File: config.mk
export PLATFORM = sky130hd
export DESIGN_NAME = por_routing
export DESIGN_NICKNAME = d
export VERILOG_FILES = /design/src/por_pkg.sv /design/src/por_routing.sv /design/src/por_stage.sv
export SDC_FILE = /design/constraint.sdc
export NUM_CORES = 1
export LEC_CHECK = 0
export BUFFER_PORTS_ARGS = -buffer_cell sky130_fd_sc_hd__clkbuf_2
export CORE_AREA = 2 2 92 94
export DETAILED_ROUTE_END_ITERATION = 10
export DIE_AREA = 0 0 94 96
export PLACE_DENSITY_LB_ADDON = 0.08
export SYNTH_ARGS = -nofsm -noshare
export SYNTH_HDL_FRONTEND = slang
export SYNTH_SLANG_ARGS = --single-unit
File: constraint.sdc
create_clock -name clk_i -period 5.7 [get_ports clk_i]
set_input_delay 0.855 -clock clk_i [delete_from_list [all_inputs] [get_ports clk_i]]
set_output_delay 0.855 -clock clk_i [all_outputs]
set_load 0.03 [all_outputs]
File: src/por_pkg.sv
// package: constants and carrier types for the protection output routing block
package por_pkg;
    localparam int NUM_SW = 8;
    // factory default of the routing switches: all set
    localparam logic [7:0] SW_DEFAULT = 8'hff;
    // switch positions
    localparam int SW_BLOCK = 0;
    localparam int SW_UVS_TO_D = 1;
    localparam int SW_OVS_TO_D = 2;
    localparam int SW_UVT_TO_D = 3;
    localparam int SW_UVT_TO_C = 4;
    localparam int SW_UVT_TO_A = 5;
    localparam int SW_OVT_TO_C = 6;
    localparam int SW_OVT_TO_B = 7;
    // operate times in microseconds, and clock rate
    localparam int CLK_MHZ = 125;
    localparam int OV_TIME_US = 100;
    localparam int UV_TIME_US = 100;
    localparam int OV_CYCLES = OV_TIME_US * CLK_MHZ;
    localparam int UV_CYCLES = UV_TIME_US * CLK_MHZ;
    localparam int CNT_W = 32;

    typedef struct packed {
        logic start;
        logic trip;
    } por_stage_t;

    typedef struct packed {
        logic relay_a;
        logic relay_b;
        logic relay_c;
        logic relay_d;
    } por_relays_t;
endpackage

File: src/por_routing.sv
// top: output relay routing for an overvoltage/undervoltage protection relay
// Operation
// - relay A always follows the overvoltage trip
// - relay B always follows the undervoltage trip
// - switch 1 set applies external blocking to undervoltage stage; default set
// - relay D from undervoltage start, overvoltage start, undervoltage trip per switches 2-4
// - relay C from undervoltage trip (switch 5), overvoltage trip (switch 7)
// - relay A also from undervoltage trip (6), relay B from overvoltage trip (8)
// - fault alarm holds normally-closed path when healthy, changes over on fault
// - trip signalling output on either stage trip
// - start signalling output on undervoltage trip or either stage start
// - stage starts on limit crossing, trips after operate time still started
`timescale 1ns/1ps
module por_routing
    import por_pkg::*;
#(
    parameter int OV_OPERATE_CYCLES = OV_CYCLES,
    parameter int UV_OPERATE_CYCLES = UV_CYCLES
) (
    // clock and reset
    input wire logic clk_i,
    input wire logic rst_n_i,
    // stage limit comparators, asynchronous to clk_i
    input wire logic ov_limit_i,
    input wire logic uv_limit_i,
    // external blocking control input pin
    input wire logic blocking_control_input_i,
    // front-panel routing switches, bit 0 is switch 1
    input wire logic [NUM_SW-1:0] output_routing_switches_i,
    // self-supervision fault detected
    input wire logic internal_fault_i,
    // output relay drives
    output por_relays_t relays_o,
    // signalling outputs
    output logic trip_signalling_output_o,
    output logic start_signalling_output_o,
    // changeover alarm contact: nc path closed when healthy
    output logic internal_fault_alarm_nc_o,
    output logic internal_fault_alarm_no_o
);
    // synchroniser pairs: only the second flop of each is read
    logic [1:0] ov_sync_ff;
    logic [1:0] uv_sync_ff;
    logic [1:0] blk_sync_ff;
    logic [1:0] flt_sync_ff;
    logic [NUM_SW-1:0] sw_s1_ff;
    logic [NUM_SW-1:0] sw_ff;

    // alarm state
    logic healthy_ff;
    logic nxt_healthy;

    // clean levels after the synchronisers
    wire logic ov_limit;
    wire logic uv_limit;
    wire logic blk_level;
    wire logic fault_level;

    // one enable per routing switch
    wire logic en_block;
    wire logic en_uvs_to_d;
    wire logic en_ovs_to_d;
    wire logic en_uvt_to_d;
    wire logic en_uvt_to_c;
    wire logic en_uvt_to_a;
    wire logic en_ovt_to_c;
    wire logic en_ovt_to_b;

    // stage outputs and their plain wires
    por_stage_t ov_stage;
    por_stage_t uv_stage;
    wire logic ov_start;
    wire logic ov_trip;
    wire logic uv_start;
    wire logic uv_trip;
    wire logic uv_block;

    // routed terms, one per switch-enabled path
    wire logic uvs_to_d;
    wire logic ovs_to_d;
    wire logic uvt_to_d;
    wire logic uvt_to_c;
    wire logic uvt_to_a;
    wire logic ovt_to_c;
    wire logic ovt_to_b;

    // drives before they reach the ports
    wire logic drive_a;
    wire logic drive_b;
    wire logic drive_c;
    wire logic drive_d;
    wire logic any_trip;
    wire logic any_start;

    // comparator pins are asynchronous to clk_i
    always_ff @(posedge clk_i or negedge rst_n_i) begin
        if (!rst_n_i) begin
            ov_sync_ff <= 2'h0;
        end else begin
            ov_sync_ff <= {ov_sync_ff[0], ov_limit_i};
        end
    end

    always_ff @(posedge clk_i or negedge rst_n_i) begin
        if (!rst_n_i) begin
            uv_sync_ff <= 2'h0;
        end else begin
            uv_sync_ff <= {uv_sync_ff[0], uv_limit_i};
        end
    end

    // the external blocking pin
    always_ff @(posedge clk_i or negedge rst_n_i) begin
        if (!rst_n_i) begin
            blk_sync_ff <= 2'h0;
        end else begin
            blk_sync_ff <= {blk_sync_ff[0], blocking_control_input_i};
        end
    end

    // fault sync leaves reset in the fault state so the alarm starts faulted
    always_ff @(posedge clk_i or negedge rst_n_i) begin
        if (!rst_n_i) begin
            flt_sync_ff <= 2'h3;
        end else begin
            flt_sync_ff <= {flt_sync_ff[0], internal_fault_i};
        end
    end

    // switches are slow front-panel levels, synchronised like any pin
    always_ff @(posedge clk_i or negedge rst_n_i) begin
        if (!rst_n_i) begin
            sw_s1_ff <= SW_DEFAULT;
        end else begin
            sw_s1_ff <= output_routing_switches_i;
        end
    end

    always_ff @(posedge clk_i or negedge rst_n_i) begin
        if (!rst_n_i) begin
            sw_ff <= SW_DEFAULT;
        end else begin
            sw_ff <= sw_s1_ff;
        end
    end

    assign ov_limit = ov_sync_ff[1];
    assign uv_limit = uv_sync_ff[1];
    assign blk_level = blk_sync_ff[1];
    assign fault_level = flt_sync_ff[1];

    assign en_block = sw_ff[SW_BLOCK];
    assign en_uvs_to_d = sw_ff[SW_UVS_TO_D];
    assign en_ovs_to_d = sw_ff[SW_OVS_TO_D];
    assign en_uvt_to_d = sw_ff[SW_UVT_TO_D];
    assign en_uvt_to_c = sw_ff[SW_UVT_TO_C];
    assign en_uvt_to_a = sw_ff[SW_UVT_TO_A];
    assign en_ovt_to_c = sw_ff[SW_OVT_TO_C];
    assign en_ovt_to_b = sw_ff[SW_OVT_TO_B];

    // blocking only reaches the undervoltage stage when switch 1 is set
    assign uv_block = en_block & blk_level;

    // the overvoltage stage has no blocking path
    por_stage #(.OPERATE_CYCLES(OV_OPERATE_CYCLES)) u_ov (
        .clk_i(clk_i),
        .rst_n_i(rst_n_i),
        .limit_i(ov_limit),
        .inhibit_i(1'b0),
        .stage_o(ov_stage)
    );

    por_stage #(.OPERATE_CYCLES(UV_OPERATE_CYCLES)) u_uv (
        .clk_i(clk_i),
        .rst_n_i(rst_n_i),
        .limit_i(uv_limit),
        .inhibit_i(uv_block),
        .stage_o(uv_stage)
    );

    assign ov_start = ov_stage.start;
    assign ov_trip = ov_stage.trip;
    assign uv_start = uv_stage.start;
    assign uv_trip = uv_stage.trip;

    // routed terms
    assign uvs_to_d = en_uvs_to_d & uv_start;
    assign ovs_to_d = en_ovs_to_d & ov_start;
    assign uvt_to_d = en_uvt_to_d & uv_trip;
    assign uvt_to_c = en_uvt_to_c & uv_trip;
    assign ovt_to_c = en_ovt_to_c & ov_trip;
    assign uvt_to_a = en_uvt_to_a & uv_trip;
    assign ovt_to_b = en_ovt_to_b & ov_trip;

    // relay drives are pure OR of sources so no extra latency is added
    assign drive_a = ov_trip | uvt_to_a;
    assign drive_b = uv_trip | ovt_to_b;
    assign drive_c = uvt_to_c | ovt_to_c;
    assign drive_d = uvs_to_d | ovs_to_d | uvt_to_d;
    assign any_trip = ov_trip | uv_trip;
    assign any_start = uv_trip | ov_start | uv_start;

    // a trip holds only while its limit holds; nothing latches here
    assign relays_o.relay_a = drive_a;
    assign relays_o.relay_b = drive_b;
    assign relays_o.relay_c = drive_c;
    assign relays_o.relay_d = drive_d;
    assign trip_signalling_output_o = any_trip;
    assign start_signalling_output_o = any_start;

    // fail-safe: unhealthy while in reset, so loss of power reads as fault
    assign nxt_healthy = !fault_level;

    always_ff @(posedge clk_i or negedge rst_n_i) begin
        if (!rst_n_i) begin
            healthy_ff <= 1'b0;
        end else begin
            healthy_ff <= nxt_healthy;
        end
    end

    assign internal_fault_alarm_nc_o = healthy_ff;
    assign internal_fault_alarm_no_o = !healthy_ff;
endmodule

File: src/por_stage.sv
// one protection stage: start on limit crossing, trip after operate time
`timescale 1ns/1ps
module por_stage
    import por_pkg::*;
#(
    parameter int OPERATE_CYCLES = 12500
) (
    // clock and reset
    input wire logic clk_i,
    input wire logic rst_n_i,
    // limit crossed, already synchronised
    input wire logic limit_i,
    // trip inhibit
    input wire logic inhibit_i,
    // stage outputs
    output por_stage_t stage_o
);
    logic [CNT_W-1:0] cnt_ff;
    logic [CNT_W-1:0] nxt_cnt;
    logic trip_ff;
    logic nxt_trip;
    wire logic elapsed = (cnt_ff >= CNT_W'(OPERATE_CYCLES - 1));

    // counter restarts whenever the start condition drops
    assign nxt_cnt = !limit_i ? '0 : (elapsed ? cnt_ff : cnt_ff + CNT_W'(1));
    assign nxt_trip = limit_i && elapsed && !inhibit_i;

    always_ff @(posedge clk_i or negedge rst_n_i) begin
        if (!rst_n_i) begin
            cnt_ff <= '0;
            trip_ff <= 1'b0;
        end else begin
            cnt_ff <= nxt_cnt;
            trip_ff <= nxt_trip;
        end
    end

    assign stage_o.start = limit_i;
    assign stage_o.trip = trip_ff;
endmodule

==> results of run 1 <==
[per-stage QoR]
step | power, mW | std cells
floorplan | 0.6999 | 300
global placement | 0.7233 | 416
detailed placement | 0.7240 | 416
CTS | 1.169 | 432
global route | 1.207 | 432
finish | 1.149 | 432
[logic make-up (layout without fill, tap and decap cells)]
kind of cell    Yosys count  after routing
mux                       8              8
buf+inv                  21             48
simple gates            130            130
fa+ha+maj                 2              2
xor+xnor                  5              5
compound gates           43             43
flops                    91             91
[report_power, final]
group / switching, mW / internal [mW]
clock network: 0.232 / 0.207
registers: 0.0116 / 0.662
logic: 0.0248 / 0.0113
[layout make-up]
cell class,instances,area (sq um)
tap,105,131.4
inverter,10,37.54
multi-input combinational,188,1154
sequential,91,2300
clock buffer,9,123.9
timing repair buffer,22,115.1
fill,727,4115
clock inverter,7,75.07
[cells in the mapped netlist, types with 6 or more instances]
master     n  area share [%]
nand2b_1   6             1.1
and2_1    37             6.5
dfstp_2   18              13
a21oi_1   13             1.8
dfrtp_1   73              51
mux2i_1    8             2.3
o31ai_1    6             1.3
nand2_1   23             2.4
nor4_1    12             2.1
nor2_1    18             1.9
nand3_1   13             1.8
clkbuf_1   6            0.63
inv_1     10             1.1
[path summary, 6_finish.rpt]
path | endpoint | startpoint
worst max-delay path | relays_o[0] | ov_sync_ff[1]
worst min-delay path | uv_sync_ff[1] | uv_sync_ff[0]
worst max register to register | u_ov.cnt_ff[13] | u_ov.cnt_ff[0]
worst min register to register | uv_sync_ff[1] | uv_sync_ff[0]
max in group asynchronous | u_uv.cnt_ff[1] | rst_n_i
min in group asynchronous | u_uv.cnt_ff[31] | rst_n_i
[state kept, by name, summed over array words and instances (netlist names)]
name / flops
ov_sync_ff: 2
u_ov.cnt_ff: 32
u_ov.trip_ff: 1
flt_sync_ff: 2
u_uv.cnt_ff: 32
blk_sync_ff: 2
sw_s1_ff: 8
internal_fault_alarm_nc_o: 1
u_uv.trip_ff: 1
sw_ff: 8
uv_sync_ff: 2
[per-layer routing]
| metal | share of wire, % | up-vias | wire, um | global-route usage (%) |
|---|---|---|---|---|
| met5 | 0 | - | 0 | 0 |
| met3 | 2.9 | 4 | 179 | 4.072 |
| met2 | 45 | 33 | 2727 | 21.19 |
| met4 | 0.59 | 0 | 36 | 6.763 |
| met1 | 52 | 1090 | 3128 | 21.22 |
| li1 | - | 1081 | - | - |
[worst max-delay path, stage by stage (launching register included)]
cell,delay (ns)
dfrtp_1,0.96
a222oi_1,0.20
inv_1,0.08
clkbuf_2,0.20
[cell usage in the layout (no fill, tap or decap), types with 3 or more instances in the layout]
cell	instances
and3_1	3
mux2i_1	8
inv_1	10
and2_1	37
nand4_1	5
o21ai_0	5
a21oi_1	13
clkbuf_8	9
dfrtp_1	73
xnor2_1	5
nand2b_1	6
or3_1	5
or4_1	4
nand2_1	23
a2111oi_0	3
nand3_1	13
o31ai_1	6
nor2_1	18
nor4_1	12
clkbuf_2	20
dfstp_2	18
==> flow_metrics.py, run 1 <==
metrics = {
    "run_status": {
        "status": "finished, final reports clean",
    },
    "clock_network": {
        "clkTransAtPathRegs_ns": 0.09,
        "postCtsSetupBuffers": 0,
        "htree_levels": 3,
        "clkSinkCount": 91,
        "cts_root_buffer": "clkbuf_8",
        "cts_made_buffers": 9,
        "clock_latency_ns": 0.35,
        "cts_max_path_buffers": 2,
        "cts_hold_buf": 0,
        "cts_tree": "yes",
        "cts_resized": 0,
    },
    "yosys": {
        "async_flop_share_pct": 100.0,
        "synth-seq-area-share_pct": 64.70,
        "yosys.area_share.adder_pct": 0.7040,
        "syn_avg_cell_area_sq_um": 11.85,
        "synthCells": 300,
        "synth_edf_count": 0,
        "ys.flop_type": "dfrtp_1",
        "ys_seq_elements": 91,
        "synth_compound_area_share_pct": 8.518,
        "synth_top_family_by_area": "simple AND/OR/NAND/NOR gates",
        "yosysWarnings": 0,
        "yosys.area_share.simple_pct": 19.75,
        "synth.area.mux_share_pct": 2.253,
        "synth_xor_area_share_pct": 1.232,
        "ys_types": 38,
        "synth_area_sq_um": 3555,
        "synth_fp_nets": 316,
    },
    "worst_setup_path": {
        "worstSetupPathType": "reg2out",
        "crit_path_end_kind": "output pin",
        "critPathLaunchType": "flop",
        "cp_data_arrival_time_ns": 1.80,
        "r2r.worst_path.cells": 6,
        "r2r_slack_ns": 3.37,
        "crit_path_max_fanout": 35,
        "cp.required_ns": 4.85,
    },
    "route": {
        "num_vias": 2208,
        "drc": 0,
        "ant_nets": 0,
        "drt-pass1-iter-count": 4,
        "drt-vias-per-instance": 5.111,
        "wl_per_cell_um": 14.05,
        "drt_iter0_drc": 56,
        "wirelength_um": 6071,
    },
    "layout": {
        "areaGrowthSynthToFinish_pct": 10.74,
        "final_util_pct": 48.89,
        "fin_area_sq_um": 3936,
        "layout-drive-gt1-share_pct": 19.27,
        "fin_nets": 338,
        "antenna_cells": 0,
    },
    "place": {
        "post-place-ws_ns": 3.390,
        "dp_hpwl_um": 3948,
        "routabilityCongestion": 0.7659,
        "post_dp_cell_area_sq_um": 3737,
        "portBuffers": 21,
    },
    "global_route": {
        "grt_pass1_wl_um": 10160,
        "grt_max_degree": 50,
        "grt-ovfl-total": 0,
        "grt_pass1_vias": 2097,
        "antenna_found_initial": 0,
        "track_usage_pct": 14.86,
    },
    "timing": {
        "slew_viol_final": 0,
        "fin_hold_ws_ns": 0.3522,
        "relSlewSlack_pct": 37.60,
        "setup_violations": 0,
        "period_needed_ns": 2.655,
        "timing.fmax_mhz": 376.7,
        "rsz0062_at_grt": "false",
        "period_share_pct": 46.57,
        "finalClockSkew_ns": 0.005359,
        "finalHoldViolCount": 0,
        "worst_slack_ns": 3.045,
        "setup_tns_ns": 0,
        "tightest_slew_ns": 0.9360,
    },
    "pwr": {
        "ir_drop_uv": 121.0,
        "powerDensity_nw_per_um2": 292.0,
        "p_leak_nw": 1.860,
    },
    "die": {
        "rows": 33,
        "dieArea_sq_um": 9024,
        "ios": 22,
        "coreArea_sq_um": 8051,
        "fp.dieH_um": 96,
        "start_util_pct": 44.15,
        "die_w_um": 94,
    },
    "min_path": {
        "hold_path_class": "reg2reg",
        "holdPathStages": 0,
    },
    "flow_run": {
        "cap_violations": 0,
    },
}
(Power assumes the default switching activity.)
==> inputs of run 2 (changes only) <==
Clock period 5.7 ns to 2.5 ns, I/O delays scaled along.
==> run 2 against run 1 <==
  * Cell count increased by 1.2%
  * Critical path depth increased by 3
  * Hold slack got worse by 0.25 ns
  * Count of clock-buffer cells in the layout unchanged
  * Die area unchanged
  * Non-clock buffer count increased by 5
  * Clock skew increased by 0.0057 ns
  * Register-to-register slack got worse by 3.1 ns
  * Critical endpoint is now u_uv.cnt_ff[8]
  * Largest cell class unchanged
==> flow_metrics.py, run 2 (synthesized netlist as in run 1, its figures left out) <==
metrics = {
    "min_path": {
        "hp-start": "output_routing_switches_i[4]",
        "hold_path_class": "in2reg",
        "holdPathEnd": "sw_s1_ff[4]",
        "holdPathStages": 1,
    },
    "worst_setup_path": {
        "r2r_slack_ns": 0.23,
        "path_buf_inv": 0,
        "crit_path_end_kind": "flop",
        "worstSetupPathType": "reg2reg",
        "worstReg2RegEnd": "u_uv.cnt_ff[8]",
        "crit_path_max_fanout": 16,
        "critical_path.max_stage_delay_ns": 0.56,
        "critPathLaunchType": "flop",
        "cp_slowest_cell": "or4_1",
        "path_cells": "ha_1, nor4_1, o31ai_1, a211o_1, or4_1, a21oi_1",
        "reg2reg_from": "u_uv.cnt_ff[0]",
        "cp_data_arrival_time_ns": 2.54,
        "crit_family": "compound AO/OA/AOI/OAI gates",
        "r2r.worst_path.cells": 6,
        "cp.required_ns": 2.77,
    },
    "timing": {
        "setup_tns_ns": 0,
        "finalClockSkew_ns": 0.01111,
        "worst_slack_ns": 0.2290,
        "timing.fmax_mhz": 440.3,
        "period_needed_ns": 2.271,
        "finalHoldViolCount": 0,
        "tightest_slew_ns": 0.8457,
        "period_share_pct": 90.84,
        "slew_viol_final": 0,
        "rsz0062_at_grt": "false",
        "fin_hold_ws_ns": 0.09838,
        "setup_violations": 0,
        "relSlewSlack_pct": 43.62,
    },
    "pwr": {
        "intPower_mw": 2.008,
        "switching_power_mw": 0.5923,
        "p_comb_share_pct": 3.6,
        "powerDensity_nw_per_um2": 654.3,
        "ir_drop_uv": 410.1,
        "pwr-share-seq_pct": 58.8,
        "switching_share_pct": 22.78,
        "p_leak_nw": 1.881,
        "p_clk_share_pct": 37.7,
        "power.total_mw": 2.600,
    },
    "place": {
        "dp_hpwl_um": 3947,
        "portBuffers": 21,
        "post-place-ws_ns": 0.2495,
        "place_inst": 421,
        "routabilityCongestion": 0.7491,
        "post_dp_cell_area_sq_um": 3775,
    },
    "clock_network": {
        "cts_resized": 0,
        "htree_levels": 3,
        "clock_latency_ns": 0.35,
        "cts_made_buffers": 9,
        "cts_hold_buf": 0,
        "clkTransAtPathRegs_ns": 0.09,
        "cts_max_path_buffers": 2,
        "postCtsSetupBuffers": 0,
        "cts_root_buffer": "clkbuf_8",
        "cts_tree": "yes",
        "clkSinkCount": 91,
    },
    "die": {
        "ios": 22,
        "coreArea_sq_um": 8051,
        "fp.dieH_um": 96,
        "die_w_um": 94,
        "start_util_pct": 44.15,
        "rows": 33,
        "dieArea_sq_um": 9024,
    },
    "route": {
        "ant_nets": 0,
        "drt-pass1-iter-count": 4,
        "drt-vias-per-instance": 5.064,
        "drt_iter0_drc": 99,
        "wirelength_um": 5813,
        "num_vias": 2213,
        "wl_per_cell_um": 13.30,
        "drc": 0,
    },
    "layout": {
        "antenna_cells": 0,
        "stdcell_count": 437,
        "final_util_pct": 49.36,
        "final_common_cell": "dfrtp_1",
        "layout-drive-gt1-share_pct": 20.48,
        "areaGrowthSynthToFinish_pct": 11.79,
        "fin_nets": 343,
        "fin_area_sq_um": 3974,
        "layout_common_cells": "dfrtp_1, and2_1, nand2_1, clkbuf_2",
        "n_fill_cell": 738,
        "reg_top3": "u_ov.cnt_ff (32), u_uv.cnt_ff (32)",
    },
    "global_route": {
        "grt_pass1_vias": 2209,
        "antenna_found_initial": 0,
        "grt-ovfl-total": 0,
        "track_usage_pct": 14.66,
        "grt_max_degree": 72,
        "grt_pass1_wl_um": 10210,
    },
    "flow_run": {
        "cap_violations": 0,
    },
    "run_status": {
        "status": "finished, final reports clean",
    },
}
run 2: cell type report:
| class | instances | area [sq um] | share of cell area [%] |
|---|---|---|---|
| clock inverters | 7 | 75.07 | 1.889 |
| multi-input cells | 188 | 1154 | 29.03 |
| inverters | 10 | 37.54 | 0.9446 |
| well taps | 105 | 131.4 | 3.306 |
| repair buffers | 27 | 152.6 | 3.841 |
| flip-flops and latches | 91 | 2300 | 57.87 |
| clock buffers | 9 | 123.9 | 3.117 |
run 2: how the worst max path moves through the flow:
stage / start / to / slack (ns) / cells after the start
after detailed placement: u_ov.cnt_ff[0] / u_ov.cnt_ff[5] / 0.25 / 6
final: u_uv.cnt_ff[0] / u_uv.cnt_ff[8] / 0.23 / 6
after global routing: u_uv.cnt_ff[0] / u_uv.cnt_ff[6] / 0.03 / 6
after floorplan: u_ov.cnt_ff[0] / u_ov.cnt_ff[5] / 0.42 / 6
after CTS: u_uv.cnt_ff[0] / u_uv.cnt_ff[10] / 0.23 / 6
after global placement: u_ov.cnt_ff[0] / u_ov.cnt_ff[5] / 0.28 / 6
run 2: worst reg2reg max path, delay by kind of cell, from the launching register on:
family	cells	cell delay, ns
AO/OA/AOI/OAI	3	0.77
AND/OR/NAND/NOR	2	0.75
flip-flops	1	0.43
adder cells (fa/ha/maj)	1	0.26
run 2: power groups by stage:
stage	sequential, mW	clock, mW	combinational [mW]
2_1_floorplan	1.55	0	0.0422
5_1_grt	1.53	1.09	0.108
3_5_place_dp	1.56	0	0.0976
4_1_cts	1.53	1.02	0.0978
3_3_place_gp	1.56	0	0.0966
6_report	1.53	0.979	0.0928
run 2: layer usage:
| metal | GRT usage (%) | vias to the layer above | routed length [um] |
|---|---|---|---|
| met4 | 6.522 | 0 | 111 |
| li1 | - | 1094 | - |
| met2 | 22.14 | 44 | 2551 |
| met1 | 20.42 | 1061 | 2953 |
| met5 | 0 | - | 0 |
| met3 | 3.289 | 14 | 197 |
==> inputs of run 3 (changes only) <==
Settings changed: CELL_PAD_IN_SITES_DETAIL_PLACEMENT set to 0, CELL_PAD_IN_SITES_GLOBAL_PLACEMENT set to 1.
==> run 3 against run 2 <==
  * Via count shrank 1.2%
  * Final area up 1.0%
  * Flip-flop and latch count did not move
  * Global-route usage grew 0.46 points
  * Sequential power is essentially flat
  * Setup slack worse by 0.0022 ns
  * Combinational power grew 3.9%
  * Cell count is the same
  * First-iteration DRC count shrank 2.0%
  * Wire length rose by 2.1%
==> flow_metrics.py, run 3 (synthesized netlist as in run 1, its figures left out) <==
metrics = {
    "place": {
        "dp_hpwl_um": 3930,
        "post_dp_cell_area_sq_um": 3780,
        "routabilityCongestion": 0.8117,
        "portBuffers": 21,
    },
    "timing": {
        "period_needed_ns": 2.273,
        "slew_viol_final": 0,
        "finalHoldViolCount": 0,
        "setup_tns_ns": 0,
        "tightest_slew_ns": 0.5912,
        "setup_violations": 0,
        "timing.fmax_mhz": 439.9,
        "rsz0062_at_grt": "false",
        "relSlewSlack_pct": 59.57,
        "finalClockSkew_ns": 0.01110,
        "period_share_pct": 90.93,
    },
    "die": {
        "rows": 33,
        "coreArea_sq_um": 8051,
        "dieArea_sq_um": 9024,
        "die_w_um": 94,
        "start_util_pct": 44.15,
        "ios": 22,
        "fp.dieH_um": 96,
    },
    "layout": {
        "reg_top3": "u_ov.cnt_ff (32), u_uv.cnt_ff (32)",
        "antenna_cells": 0,
        "areaGrowthSynthToFinish_pct": 12.95,
        "fin_area_sq_um": 4015,
        "layout_common_cells": "dfrtp_1, and2_1, nand2_1, clkbuf_2",
        "layout-drive-gt1-share_pct": 20.18,
        "fin_nets": 343,
        "final_common_cell": "dfrtp_1",
    },
    "worst_setup_path": {
        "cp.required_ns": 2.79,
        "crit_path_end_kind": "flop",
        "cp_data_arrival_time_ns": 2.56,
        "crit_path_max_fanout": 16,
        "worstSetupPathType": "reg2reg",
        "critPathLaunchType": "flop",
    },
    "pwr": {
        "powerDensity_nw_per_um2": 675.1,
        "pwr-share-seq_pct": 56.4,
        "p_comb_share_pct": 3.6,
        "power.total_mw": 2.711,
        "intPower_mw": 2.101,
        "p_leak_nw": 1.897,
        "ir_drop_uv": 373.8,
        "switching_power_mw": 0.6100,
        "p_clk_share_pct": 40.1,
        "switching_share_pct": 22.50,
    },
    "route": {
        "drt-pass1-iter-count": 4,
        "num_vias": 2186,
        "wirelength_um": 5937,
        "drt_iter0_drc": 97,
        "drc": 0,
        "drt-vias-per-instance": 5.002,
        "wl_per_cell_um": 13.59,
        "ant_nets": 0,
    },
    "global_route": {
        "grt_max_degree": 55,
        "grt_pass1_vias": 2124,
        "antenna_found_initial": 0,
        "grt-ovfl-total": 0,
        "grtUsageMet2_pct": 21.31,
        "grt_use_met3_pct": 4.150,
        "grt_busiest_layer": "met1",
        "grt_pass1_wl_um": 10350,
        "met1_usage_pct": 21.97,
        "track_usage_pct": 15.12,
    },
    "clock_network": {
        "cts_root_buffer": "clkbuf_8",
        "clock_latency_ns": 0.36,
        "htree_levels": 3,
        "cts_made_buffers": 9,
        "clkSinkCount": 91,
        "cts_tree": "yes",
        "cts_max_path_buffers": 2,
        "clkTransAtPathRegs_ns": 0.10,
        "postCtsSetupBuffers": 0,
    },
    "flow_run": {
        "cap_violations": 0,
    },
    "min_path": {
        "hold_path_class": "in2reg",
    },
    "run_status": {
        "status": "finished, final reports clean",
    },
}
## run 3: per-stage QoR
stage               util, %  hold slack (ns)  setup slack (ns)  std cells
finish                49.87          0.09234            0.2268        437
global route          49.87          0.06129           0.01272        437
CTS                   49.87          0.07214            0.2063        437
detailed placement    46.95           0.3434            0.2216        420
global placement      46.95           0.3328            0.2869        420
floorplan                 -          0.07941            0.4207        300
## run 3: layout make-up
class / instances / area [sq um]
Clock buffer: 11 / 162.7
Clock inverter: 5 / 62.56
Fill cell: 723 / 4036
Inverter: 10 / 37.54
Multi-Input combinational cell: 188 / 1154
Sequential cell: 91 / 2300
Tap cell: 105 / 131.4
Timing Repair Buffer: 27 / 167.7
## run 3: worst max-delay path, cell delays in order (launching register included)
cell and delay [ns]:
dfrtp_1 0.43, ha_1 0.26, nor4_1 0.19, o31ai_1 0.16, a211o_1 0.46, or4_1 0.55, a21oi_1 0.16
## run 3: path summary, 6_finish.rpt
path	from	end	slack, ns	cells past startpoint
hold reg to reg	sw_s1_ff[1]	sw_ff[1]	0.36	0
hold / removal	output_routing_switches_i[4]	sw_s1_ff[4]	0.09	1
max in group asynchronous	rst_n_i	flt_sync_ff[0]	1.31	3
setup / recovery	u_uv.cnt_ff[0]	u_uv.cnt_ff[6]	0.23	6
min in group asynchronous	rst_n_i	u_uv.cnt_ff[8]	0.50	2
setup reg to reg	u_uv.cnt_ff[0]	u_uv.cnt_ff[6]	0.23	6
## run 3: routing by layer
metal	wire length [um]	share of wire [%]	vias up
met2	2600	44	32
met5	0	0	-
met4	96	1.6	0
li1	-	-	1097
met1	3044	51	1049
met3	196	3.3	8
## run 3: power groups by stage
stage / Sequential (mW) / Combinational (mW) / Clock, mW
after floorplan: 1.55 / 0.0422 / 0
after global placement: 1.55 / 0.0987 / 0
after detailed placement: 1.56 / 0.0988 / 0
after CTS: 1.53 / 0.100 / 1.13
after global routing: 1.53 / 0.113 / 1.19
final: 1.53 / 0.0964 / 1.09
## run 3: what timing repair did
action                                 4_1_cts  5_1_grt
gates resized for setup                      0        0
endpoints found under the hold margin       21        0
hold buffers                                 1        0
